### src/pkg/pdw_regs.svh
// Register offsets, command codes, field positions and reset values of the
// power-down and wakeup controller. Included by bare name; definitions only.
`ifndef PDW_REGS_SVH
`define PDW_REGS_SVH

// Register word indices on the plain register port.
`define PDW_A_CMD       4'h0
`define PDW_A_WAKE_A    4'h1
`define PDW_A_WAKE_B    4'h2
`define PDW_A_WAKE_C    4'h3
`define PDW_A_EXT_IRQ_PIN_A_CTL  4'h4
`define PDW_A_EXT_IRQ_PIN_B_CTL  4'h5
`define PDW_A_STATUS    4'h6
`define PDW_A_CTX       4'h7
`define PDW_A_IRQ_STAT  4'h8
`define PDW_A_IRQ_CLR   4'h9
`define PDW_A_IRQ_EN    4'ha

// Command codes written to the command register.
`define PDW_OP_ARM      4'h1
`define PDW_OP_ENTER    4'h2
`define PDW_OP_DEEP     4'h3
`define PDW_OP_WDT_RST  4'h4
`define PDW_OP_WDT_STOP 4'h5
`define PDW_OP_SEL_CER  4'h6
`define PDW_OP_SEL_RC   4'h7
`define PDW_OP_INT_MASK 4'h8

// Field positions.
`define PDW_INT_EN_BIT  3
`define PDW_WK_C_PIN_A  0
`define PDW_WK_C_PIN_B  2
`define PDW_EV_WAKE     0
`define PDW_EV_NO_ARM   1
`define PDW_EV_EXT_CLK  2
`define PDW_EV_SEL_IGN  3
`define PDW_EV_INT_A    4
`define PDW_EV_INT_B    5

// Context of pointers and auxiliaries: Z[1:0] X[5:2] Y[9:6] D[12:10] E[20:13].
// Undefined contents are modelled by a fixed scramble pattern.
`define PDW_CTX_POISON  21'h0aa556
`define PDW_CTX_RST     21'h0aa402
`define PDW_STAB_EDGES  16

`endif

### src/pkg/pdw_pkg.sv
// Types of the power-down and wakeup controller.
// Assumes the register header is on the include path.
`default_nettype none
package pdw_pkg;

    typedef enum logic [2:0] {
        ST_STAB = 3'b001,
        ST_RUN  = 3'b010,
        ST_HALT = 3'b100
    } pdw_state_t;

    typedef struct packed {
        pdw_state_t  st;
        logic        arm;
        logic        deep;
        logic        wdt_stop_seen;
        logic        wdt_en;
        logic [1:0]  osc_sel;
        logic        onchip_en;
        logic        ext_clk;
        logic [3:0]  wk_a;
        logic [3:0]  wk_b;
        logic [3:0]  wk_c;
        logic [3:0]  ext_irq_pin_a_ctl;
        logic [3:0]  ext_irq_pin_b_ctl;
        logic [20:0] ctx;
        logic [5:0]  irq_stat;
        logic [5:0]  irq_en;
        logic        irq;
        logic [31:0] rdata;
        logic        pin_a_d;
        logic        pin_b_d;
    } pdw_regs_t;

endpackage
`default_nettype wire

### src/verilog/pdw_sync.sv
// Two-flop synchroniser for a group of pin levels.
// Assumes the inputs are asynchronous levels; only q is read outside.
`default_nettype none
module pdw_sync #(
    parameter int W = 1
) (
    input  wire logic         clk,
    input  wire logic         rst_n,
    input  wire logic [W-1:0] d,
    output logic      [W-1:0] q
);
    logic [W-1:0] meta_r;

    always_ff @(posedge clk or negedge rst_n) begin
        if (!rst_n) begin
            meta_r <= '0;
            q      <= '0;
        end else begin
            meta_r <= d;
            q      <= meta_r;
        end
    end
endmodule // pdw_sync
`default_nettype wire

### src/verilog/pdw_stab_timer.sv
// Oscillation stabilisation wait, counted in on-chip oscillator edges.
// Assumes osc is already synchronised to clk and is much slower than clk.
`default_nettype none
module pdw_stab_timer #(
    parameter int EDGES = 16
) (
    input  wire logic clk,
    input  wire logic rst_n,
    input  wire logic osc,
    output logic      done
);
    localparam int CW = $clog2(EDGES + 1);
    logic [CW-1:0] cnt_r;
    logic          osc_d_r;

    always_ff @(posedge clk or negedge rst_n) begin
        if (!rst_n) begin
            cnt_r   <= '0;
            osc_d_r <= 1'b0;
            done    <= 1'b0;
        end else begin
            osc_d_r <= osc;
            if (!done && osc && !osc_d_r) begin
                cnt_r <= cnt_r + 1'b1;
                done  <= (cnt_r == CW'(EDGES - 1));
            end
        end
    end
endmodule // pdw_stab_timer
`default_nettype wire

### src/verilog/pdw_ctrl.sv
// Power-down entry, wakeup sequencing and one-time main clock selection.
// Assumes the CPU issues instructions as command-register writes, one a cycle.
//
// Functional notes
// - Enter only when enter follows arm directly.
// - Enter without preceding arm is refused.
// - Satisfied key-on condition returns at once.
// - Timer 5 request set returns at once.
// - Pointers and auxiliaries undefined after wakeup.
// - Upper pointer, auxiliaries undefined after reset.
// - Watchdog active again after every wakeup.
// - No power-down with external clock input.
// - First clock-select wins; others and on-chip stop.
// - Later clock-selects ignored until reset.
// - Stabilisation wait timed by on-chip oscillator.
// - Pin A interrupt input enabled by control bit.
`default_nettype none
`include "pdw_regs.svh"
module pdw_ctrl #(
    parameter int STAB_EDGES = `PDW_STAB_EDGES
) (
    input  wire logic        REF_CLK,
    input  wire logic        RST_N,
    input  wire logic [3:0]  ADDR,
    input  wire logic [31:0] WDATA,
    input  wire logic        WR,
    input  wire logic        RD,
    output logic      [31:0] RDATA,
    input  wire logic [3:0]  KEY_PORT_A_N,
    input  wire logic [3:0]  KEY_PORT_B_N,
    input  wire logic        EXT_IRQ_PIN_A,
    input  wire logic        EXT_IRQ_PIN_B,
    input  wire logic        TIMER5_REQUEST_FLAG,
    input  wire logic        EXT_CLOCK_STRAP,
    input  wire logic        ONCHIP_OSC,
    output logic             CPU_RUN,
    output logic             POWER_DOWN,
    output logic             DEEP_HALT,
    output logic             CERAMIC_OSC_EN,
    output logic             RC_OSC_EN,
    output logic             ONCHIP_OSC_EN,
    output logic             WDT_ACTIVE,
    output logic             IRQ
);
    // ==================================================================
    // Pin synchronisers and the stabilisation timer
    // ==================================================================
    logic [3:0] key_a_n;
    logic [3:0] key_b_n;
    logic       pin_a;
    logic       pin_b;
    logic       strap;
    logic       osc;
    logic       stab_done;

    pdw_sync #(.W(12)) u_sync (
        .clk   (REF_CLK),
        .rst_n (RST_N),
        .d     ({KEY_PORT_A_N, KEY_PORT_B_N, EXT_IRQ_PIN_A, EXT_IRQ_PIN_B,
                 EXT_CLOCK_STRAP, ONCHIP_OSC}),
        .q     ({key_a_n, key_b_n, pin_a, pin_b, strap, osc})
    );

    // The main clock is not yet trusted, so the wait counts on-chip edges.
    pdw_stab_timer #(.EDGES(STAB_EDGES)) u_stab (
        .clk   (REF_CLK),
        .rst_n (RST_N),
        .osc   (osc),
        .done  (stab_done)
    );

    // ==================================================================
    // State
    // ==================================================================
    pdw_pkg::pdw_regs_t s_r;
    pdw_pkg::pdw_regs_t s_nxt;

    logic       cmd_wr;
    logic [3:0] op;
    logic       is_enter;
    logic       key_wake;
    logic       t5;
    logic [5:0] ev;

    assign t5     = TIMER5_REQUEST_FLAG;
    assign op     = WDATA[3:0];
    assign cmd_wr = WR && (ADDR == `PDW_A_CMD)
                    && (s_r.st == pdw_pkg::ST_RUN);
    assign is_enter = cmd_wr && (op == `PDW_OP_ENTER || op == `PDW_OP_DEEP);

    // Key ports are pressed when low; the interrupt pins count when high.
    assign key_wake = |(s_r.wk_a & ~key_a_n) | |(s_r.wk_b & ~key_b_n)
                      | (s_r.wk_c[`PDW_WK_C_PIN_A] & pin_a)
                      | (s_r.wk_c[`PDW_WK_C_PIN_B] & pin_b);

    // ==================================================================
    // Next state
    // ==================================================================
    always_comb begin
        s_nxt         = s_r;
        ev            = 6'h00;
        s_nxt.pin_a_d = pin_a;
        s_nxt.pin_b_d = pin_b;

        // Edges on the interrupt pins only count while their input is on;
        // the port output path is untouched either way.
        if (s_r.ext_irq_pin_a_ctl[`PDW_INT_EN_BIT] && pin_a && !s_r.pin_a_d) begin
            ev[`PDW_EV_INT_A] = 1'b1;
        end
        if (s_r.ext_irq_pin_b_ctl[`PDW_INT_EN_BIT] && pin_b && !s_r.pin_b_d) begin
            ev[`PDW_EV_INT_B] = 1'b1;
        end

        case (s_r.st)
            pdw_pkg::ST_STAB: begin
                // The strap is caught after reset release, through the syncs.
                s_nxt.ext_clk = strap;
                if (stab_done) begin
                    s_nxt.st = pdw_pkg::ST_RUN;
                end
            end
            pdw_pkg::ST_RUN: begin
                if (cmd_wr) begin
                    s_nxt.arm = (op == `PDW_OP_ARM);
                    case (op)
                        `PDW_OP_ENTER, `PDW_OP_DEEP: begin
                            if (!s_r.arm) begin
                                ev[`PDW_EV_NO_ARM] = 1'b1;
                            end else if (s_r.ext_clk) begin
                                ev[`PDW_EV_EXT_CLK] = 1'b1;
                            end else if (key_wake || t5) begin
                                // Immediate return: the halt is entered and
                                // left in the same step.
                                ev[`PDW_EV_WAKE] = 1'b1;
                                s_nxt.wdt_en     = 1'b1;
                                s_nxt.ctx        = `PDW_CTX_POISON;
                            end else begin
                                s_nxt.st   = pdw_pkg::ST_HALT;
                                s_nxt.deep = (op == `PDW_OP_DEEP);
                            end
                        end
                        `PDW_OP_SEL_CER, `PDW_OP_SEL_RC: begin
                            if (s_r.osc_sel == 2'h0) begin
                                s_nxt.osc_sel   = (op == `PDW_OP_SEL_CER) ?
                                                  2'h1 : 2'h2;
                                s_nxt.onchip_en = 1'b0;
                            end else begin
                                ev[`PDW_EV_SEL_IGN] = 1'b1;
                            end
                        end
                        `PDW_OP_WDT_STOP: begin
                            s_nxt.wdt_stop_seen = 1'b1;
                        end
                        `PDW_OP_WDT_RST: begin
                            if (s_r.wdt_stop_seen) begin
                                s_nxt.wdt_en = 1'b0;
                            end
                        end
                        default: begin
                        end
                    endcase
                    if (op != `PDW_OP_WDT_STOP) begin
                        s_nxt.wdt_stop_seen = 1'b0;
                    end
                end else if (WR) begin
                    // Any other register write is an instruction in between.
                    s_nxt.arm           = 1'b0;
                    s_nxt.wdt_stop_seen = 1'b0;
                end
            end
            pdw_pkg::ST_HALT: begin
                if (key_wake || t5) begin
                    s_nxt.st         = pdw_pkg::ST_RUN;
                    s_nxt.deep       = 1'b0;
                    s_nxt.wdt_en     = 1'b1;
                    s_nxt.ctx        = `PDW_CTX_POISON;
                    ev[`PDW_EV_WAKE] = 1'b1;
                end
            end
            default: begin
                s_nxt.st = pdw_pkg::ST_STAB;
            end
        endcase

        // Configuration writes; the CPU is stopped outside the run state.
        if (WR && s_r.st == pdw_pkg::ST_RUN) begin
            case (ADDR)
                `PDW_A_WAKE_A:   s_nxt.wk_a     = WDATA[3:0];
                `PDW_A_WAKE_B:   s_nxt.wk_b     = WDATA[3:0];
                `PDW_A_WAKE_C:   s_nxt.wk_c     = WDATA[3:0];
                `PDW_A_EXT_IRQ_PIN_A_CTL: s_nxt.ext_irq_pin_a_ctl = WDATA[3:0];
                `PDW_A_EXT_IRQ_PIN_B_CTL: s_nxt.ext_irq_pin_b_ctl = WDATA[3:0];
                `PDW_A_CTX:      s_nxt.ctx      = WDATA[20:0];
                `PDW_A_IRQ_EN:   s_nxt.irq_en   = WDATA[5:0];
                default: begin
                end
            endcase
        end

        // A clear never loses an event of the same cycle.
        if (WR && ADDR == `PDW_A_IRQ_CLR) begin
            s_nxt.irq_stat = s_r.irq_stat & ~WDATA[5:0];
        end
        s_nxt.irq_stat = s_nxt.irq_stat | ev;
        s_nxt.irq      = |(s_nxt.irq_stat & s_nxt.irq_en);

        s_nxt.rdata = 32'h0;
        if (RD) begin
            case (ADDR)
                `PDW_A_WAKE_A:   s_nxt.rdata = {28'h0, s_r.wk_a};
                `PDW_A_WAKE_B:   s_nxt.rdata = {28'h0, s_r.wk_b};
                `PDW_A_WAKE_C:   s_nxt.rdata = {28'h0, s_r.wk_c};
                `PDW_A_EXT_IRQ_PIN_A_CTL: s_nxt.rdata = {28'h0, s_r.ext_irq_pin_a_ctl};
                `PDW_A_EXT_IRQ_PIN_B_CTL: s_nxt.rdata = {28'h0, s_r.ext_irq_pin_b_ctl};
                `PDW_A_STATUS:   s_nxt.rdata = {23'h0, s_r.deep, s_r.ext_clk,
                                                s_r.wdt_en, s_r.osc_sel,
                                                s_r.arm, s_r.st};
                `PDW_A_CTX:      s_nxt.rdata = {11'h0, s_r.ctx};
                `PDW_A_IRQ_STAT: s_nxt.rdata = {26'h0, s_r.irq_stat};
                `PDW_A_IRQ_EN:   s_nxt.rdata = {26'h0, s_r.irq_en};
                default:         s_nxt.rdata = 32'h0;
            endcase
        end
    end

    // ==================================================================
    // Registers
    // ==================================================================
    always_ff @(posedge REF_CLK or negedge RST_N) begin
        if (!RST_N) begin
            s_r           <= '0;
            s_r.st        <= pdw_pkg::ST_STAB;
            s_r.wdt_en    <= 1'b1;
            s_r.onchip_en <= 1'b1;
            s_r.ctx       <= `PDW_CTX_RST;
        end else begin
            s_r <= s_nxt;
        end
    end

    assign RDATA          = s_r.rdata;
    assign CPU_RUN        = s_r.st[1];
    assign POWER_DOWN     = s_r.st[2];
    assign DEEP_HALT      = s_r.deep;
    assign CERAMIC_OSC_EN = s_r.osc_sel[0];
    assign RC_OSC_EN      = s_r.osc_sel[1];
    assign ONCHIP_OSC_EN  = s_r.onchip_en;
    assign WDT_ACTIVE     = s_r.wdt_en;
    assign IRQ            = s_r.irq;

    logic quiet;
    assign quiet = !key_wake && !t5 && !s_r.ext_clk;
endmodule // pdw_ctrl
`default_nettype wire

### config.mk
export PLATFORM = sky130hd
export DESIGN_NAME = pdw_ctrl
export DESIGN_NICKNAME = d
export VERILOG_FILES = /design/src/pkg/pdw_pkg.sv /design/src/verilog/pdw_sync.sv /design/src/verilog/pdw_stab_timer.sv /design/src/verilog/pdw_ctrl.sv
export VERILOG_INCLUDE_DIRS = /design/src /design/src/pkg
export SDC_FILE = /design/constraint.sdc
export NUM_CORES = 1
export LEC_CHECK = 0
export BUFFER_PORTS_ARGS = -buffer_cell sky130_fd_sc_hd__buf_2
export CAP_MARGIN = 15
export CORE_ASPECT_RATIO = 0.7
export CORE_MARGIN = 2
export CORE_UTILIZATION = 48
export DETAILED_ROUTE_END_ITERATION = 6
export PLACE_DENSITY = 0.7
export SYNTH_ARGS = -nofsm -noshare
export SYNTH_HDL_FRONTEND = slang
export SYNTH_SLANG_ARGS = --single-unit
### constraint.sdc
create_clock -name REF_CLK -period 5.2 [get_ports REF_CLK]
set_input_delay 1.04 -clock REF_CLK [delete_from_list [all_inputs] [get_ports REF_CLK]]
set_output_delay 1.04 -clock REF_CLK [all_outputs]
set_load 0.05 [all_outputs]
* Yosys cells after proc, flatten, opt, wreduce, memory -nomap -nowiden
Cells that the tools add are included.
** Word-level totals
- Register bits :: 130
- Input port bits :: 53
- Word-level logic and storage cells :: 165
** Cells by class
- $add $sub $neg :: 1
- Equality and inequality tests :: 34
- Muxes and demuxes :: 57
- Bitwise operators :: 13
- Reduce and logical (&&, ||, !) cells :: 35
** Operators with widths (number)
- $pmux 21 s9 :: 1
- $mux 21 :: 8
- $pmux 21 s2 :: 1
- $mux 3 :: 11
- $eq 4x3->1 const B :: 8
- $mux 1 :: 25
- $mux 6 :: 3
- $eq 4x2->1 const B :: 4
- $reduce_and 7->1 :: 2
- $and 6x6->6 :: 2
- $eq 4x4->1 const B :: 3
- $reduce_and 2->1 :: 6
- $logic_and 1x1->1 :: 10
- $ne 2x2->1 const B :: 5
- $ne 3x3->1 const B :: 3
- $pmux 3 s3 :: 1
- $and 4x4->4 :: 2
- $eq 4x1->1 const B :: 2
- $mux 4 :: 2
- $not 4->4 :: 2
- $pmux 1 s2 :: 4
- $reduce_or 4->1 :: 2
- $ne 3x1->1 const B :: 2
- $not 6->6 :: 1
- 21 further kinds :: 30

* Longest topological paths before layout
- Word-level depth :: 16
- Mapped depth :: 7
- Mapped depth without buffers :: 5

* Modules after synthesis
A second synthesis with hierarchy kept.
** Second synthesis, totals
- Cell total of the unflattened synthesis :: 473
- Area, all modules :: 5261.3 um^2
** By module, submodules not included
- pdw_ctrl :: times used 1, cells each 427, area an instance 4362.9 um^2, sequential area each 2213.4 um^2
- pdw_sync :: times used 1, cells each 24, area an instance 600.6 um^2, sequential area each 600.6 um^2
- pdw_stab_timer :: times used 1, cells each 22, area an instance 297.8 um^2, sequential area each 175.2 um^2

* Least setup slack after synthesis
Ideal clock, no wire load.
- Path kind :: input -> register
- Start point :: input ADDR[3]
- End point :: register s_r (netlist bit IRQ)
- Library setup time :: 0.140 ns
- Arrival :: 2.306 ns
- Data required time :: 5.060 ns
- Slack :: 2.754 ns
- Stages :: 7
- Buffers on the path :: 2
- Cells stage by stage :: buf_4 nor2b_1 buf_2 nand3_4 mux2_4 a222oi_1 o211ai_1
** RTL lines
- start: declaration :: line pdw_ctrl.sv:24 : input wire logic [3:0] ADDR,
- end signal: assignment :: line pdw_ctrl.sv:237 : s_r <= s_nxt;
- end: declaration :: line pdw_ctrl.sv:75 : pdw_pkg::pdw_regs_t s_r;

==> reports/metrics.cfg <==
[timing]
final-setup-viol-count=0
drv_slew=0
finalHoldViolations=0
holdWs_ns=0.345
worstMarginPinSlew_ns=1.15
period_share_pct=55.8
finalCriticalPeriod_ns=2.90
finalSetupTns_ns=0
fin_skew_ns=0.00657
rsz0062_at_grt=false
max_freq_mhz=345
slew_headroom_pct=21.2

[setup_path]
arrival_ns=3.15
cp_top_family=compound AO/OA/AOI/OAI gates
critPathKind=primary input to register
critPathCaptureType=register
crit_chain=buf_2 > nor2b_1 > a41o_1 > o21ai_1 > a222oi_1 > o211ai_1
crit_path_max_incr_delay_ns=0.65
worstPathRequired_ns=5.45
slowest_stage=nor2b_1
cp_num_buf_inv=1
cp-start-kind=primary input
worstPathMaxFanout=28

[power]
p_total_mw=2.73
p_clk_share_pct=46.7
ir_drop_mv=0.237
power.net_switching_uw=659
p_seq_share_pct=41.8
p_int_mw=2.07
p_comb_share_pct=11.4
switching_share_pct=24.1
p_per_area_nw_per_um2=451
p_leak_nw=2.88

[synthesis]
yosysMostFrequentCell=dfrtp_1
synth_common_cells=110 x dfrtp_1, 34 x buf_4, 24 x nand2_1
ys_ff_latch=119
synth_mux_area_share_pct=8.46
synth_top_cell_by_area=dfrtp_1
ys_seq_area_share_pct=57.8
synth_area_um2=5170
ys_top_cells_by_area=dfrtp_1 53%, buf_4 4.9%, dfstp_2 4.6%, mux2_1 3.7%, mux2i_1 3.1%
synth_ff_type=dfrtp_1
yosysTopAreaCellShare_pct=53.2
async_reset_ff_share_pct=100
avgSynthCellArea_um2=12.0
synthSimpleGateAreaFrac_pct=12.8
synth_compound_area_share_pct=12.4
synth_xor_area_share_pct=0.508
ys_warn_count=0
syn_inst=430
synth_top_family_by_area=simple AND/OR/NAND/NOR gates
synth_cell_types=63
synth_edf_count=0
synth_fa_ha_area_share_pct=0.484

[grt]
grt_overflow=0
antenna_found_initial=0
grt_pass1_vias=3406
grt_pass1_wl_um=18300
grt_util_all_layers_pct=21.0
grt_max_degree=80

[final_layout]
nNetsFinal=532
syn2layout_area_growth_pct=17.0
layoutNonFillerInstCount=622
drive_above_1_share_pct=25.1
diodes=0

[clock_tree]
path_clk_slew_ns=0.05
cts_hold_buf=0
cts_tree=done
clock_latency_ns=0.41
clk_path_buf_depth=2
cts_made_buffers=17
htreeDepth=4
clock_sinks=119
cts_setup_buffers=0
root_buffer=clkbuf_16
cts_resized=0

[floorplanning]
initial_utilization_pct=49.6
rows=31
fp.dieH_um=90.9
io_pins=93
coreArea_um2=10400
dieArea_um2=11600
die_x_um=128

[placed_design]
gp_congestion=0.878
dpl.hpwl_um=7860
io_buffers=70
place_inst=590

[flow_run]
cap_violations=0

[drt]
drt_iter0_drc=277
routed_wl_um=11500
routed_via_density=5.57
drtPass1Iterations=5
drc_errors=0
post_drt_wl_per_cell_um=18.5
vias=3466
ant_nets=0

[min_path]
min_path_type=register to register

[status]
outcome=complete, no violations

[registers in the layout, indices dropped and copies added (netlist names)]
signal / flops
u_stab.cnt_r: 5
s_r: 59
u_stab.osc_d_r: 1
WDT_ACTIVE: 1
IRQ: 1
u_stab.done: 1
RC_OSC_EN: 1
CERAMIC_OSC_EN: 1
u_sync.q: 12
u_sync.meta_r: 12
POWER_DOWN: 1
DEEP_HALT: 1
ONCHIP_OSC_EN: 1
CPU_RUN: 1
RDATA: 21
[layer usage]
metal / track usage, % / vias up / wire, µm
li1: - / 1593 / -
met1: 30.1 / 1731 / 5440
met2: 30.2 / 126 / 5100
met3: 5.98 / 16 / 803
met4: 8.24 / 0 / 150
met5: 0 / - / 0
[power groups by stage]
stage	Clock (mW)	Sequential [mW]	Combinational (mW)
4_1_cts	1.30	1.14	0.314
3_3_place_gp	0	1.15	0.300
2_1_floorplan	0	1.14	0.228
6_report	1.28	1.14	0.312
5_1_grt	1.34	1.15	0.345
3_5_place_dp	0	1.15	0.311
[cell families (layout without fill, tap and decap cells)]
group                    Yosys count  in the layout
buffers and inverters             66            116
adder cells (fa/ha/maj)            2              2
flip-flops                       119            119
AO/OA/AOI/OAI                     83             83
multiplexers                      40             40
AND/OR/NAND/NOR                  116            116
XOR/XNOR                           3              3
other                              1             11
[worst register-to-register path: stages (launching register included)]
cell       delay (ns)
dfrtp_1          0.39
nor2b_1          0.14
a2111oi_0        0.99
and3_1           0.54
o21a_1           0.46
a22o_1           0.20
[cell type report]
class	count	area, µm²
clock buffer	25	515
clock inverter	7	138
fill	890	4380
inverter	12	45.0
multi-input combinational	255	1830
sequential	119	2990
tap	132	165
timing repair buffer	72	368
[metrics by stage]
stage          worst slack (ns)  cell area (µm²)  utilization (%)
3_5_place_dp               1.99             5400             51.8
4_1_cts                    2.33             6050             58.0
5_1_grt                    2.14             6050             58.0
3_3_place_gp               2.01             5400             51.8
2_1_floorplan              2.75             5210                -
6_report                   2.30             6050             58.0
[path summary, 6_finish.rpt]
check	from	end	slack [ns]	depth (start not counted)
setup / recovery	ADDR[0]	IRQ	2.30	6
hold / removal	u_sync.meta_r[3]	u_sync.q[3]	0.35	0
setup reg to reg	s_r[84]	s_r[47]	2.41	5
hold reg to reg	u_sync.meta_r[3]	u_sync.q[3]	0.35	0
max in group asynchronous	RST_N	s_r[60]	3.28	2
min in group asynchronous	RST_N	s_r[84]	0.79	1
[layout by cell type, fill, tap and decap left out, types with 3 or more instances in the layout]
master       n
conb_1      11
nor2b_1     15
bufinv_16    4
and3_1       3
a21oi_1      9
mux2_1      17
buf_4        3
dfrtp_1    110
a2111oi_0    4
and2_1      13
nor3_1       8
clkbuf_16   17
nand2_1     24
o21ai_0      6
mux2_2       5
o2bb2ai_1    4
a2bb2oi_1    3
buf_2       69
nor3b_1      6
nand4_1      6
dfstp_2      9
clkbuf_8     6
inv_1       12
a22o_1      14
o21ai_1      7
nor2_1      18
nand2b_1     5
nand3b_1     4
o22a_1      11
nand3_1      6
mux2i_1     16
Note: power is estimated with default switching activity, not from simulation.
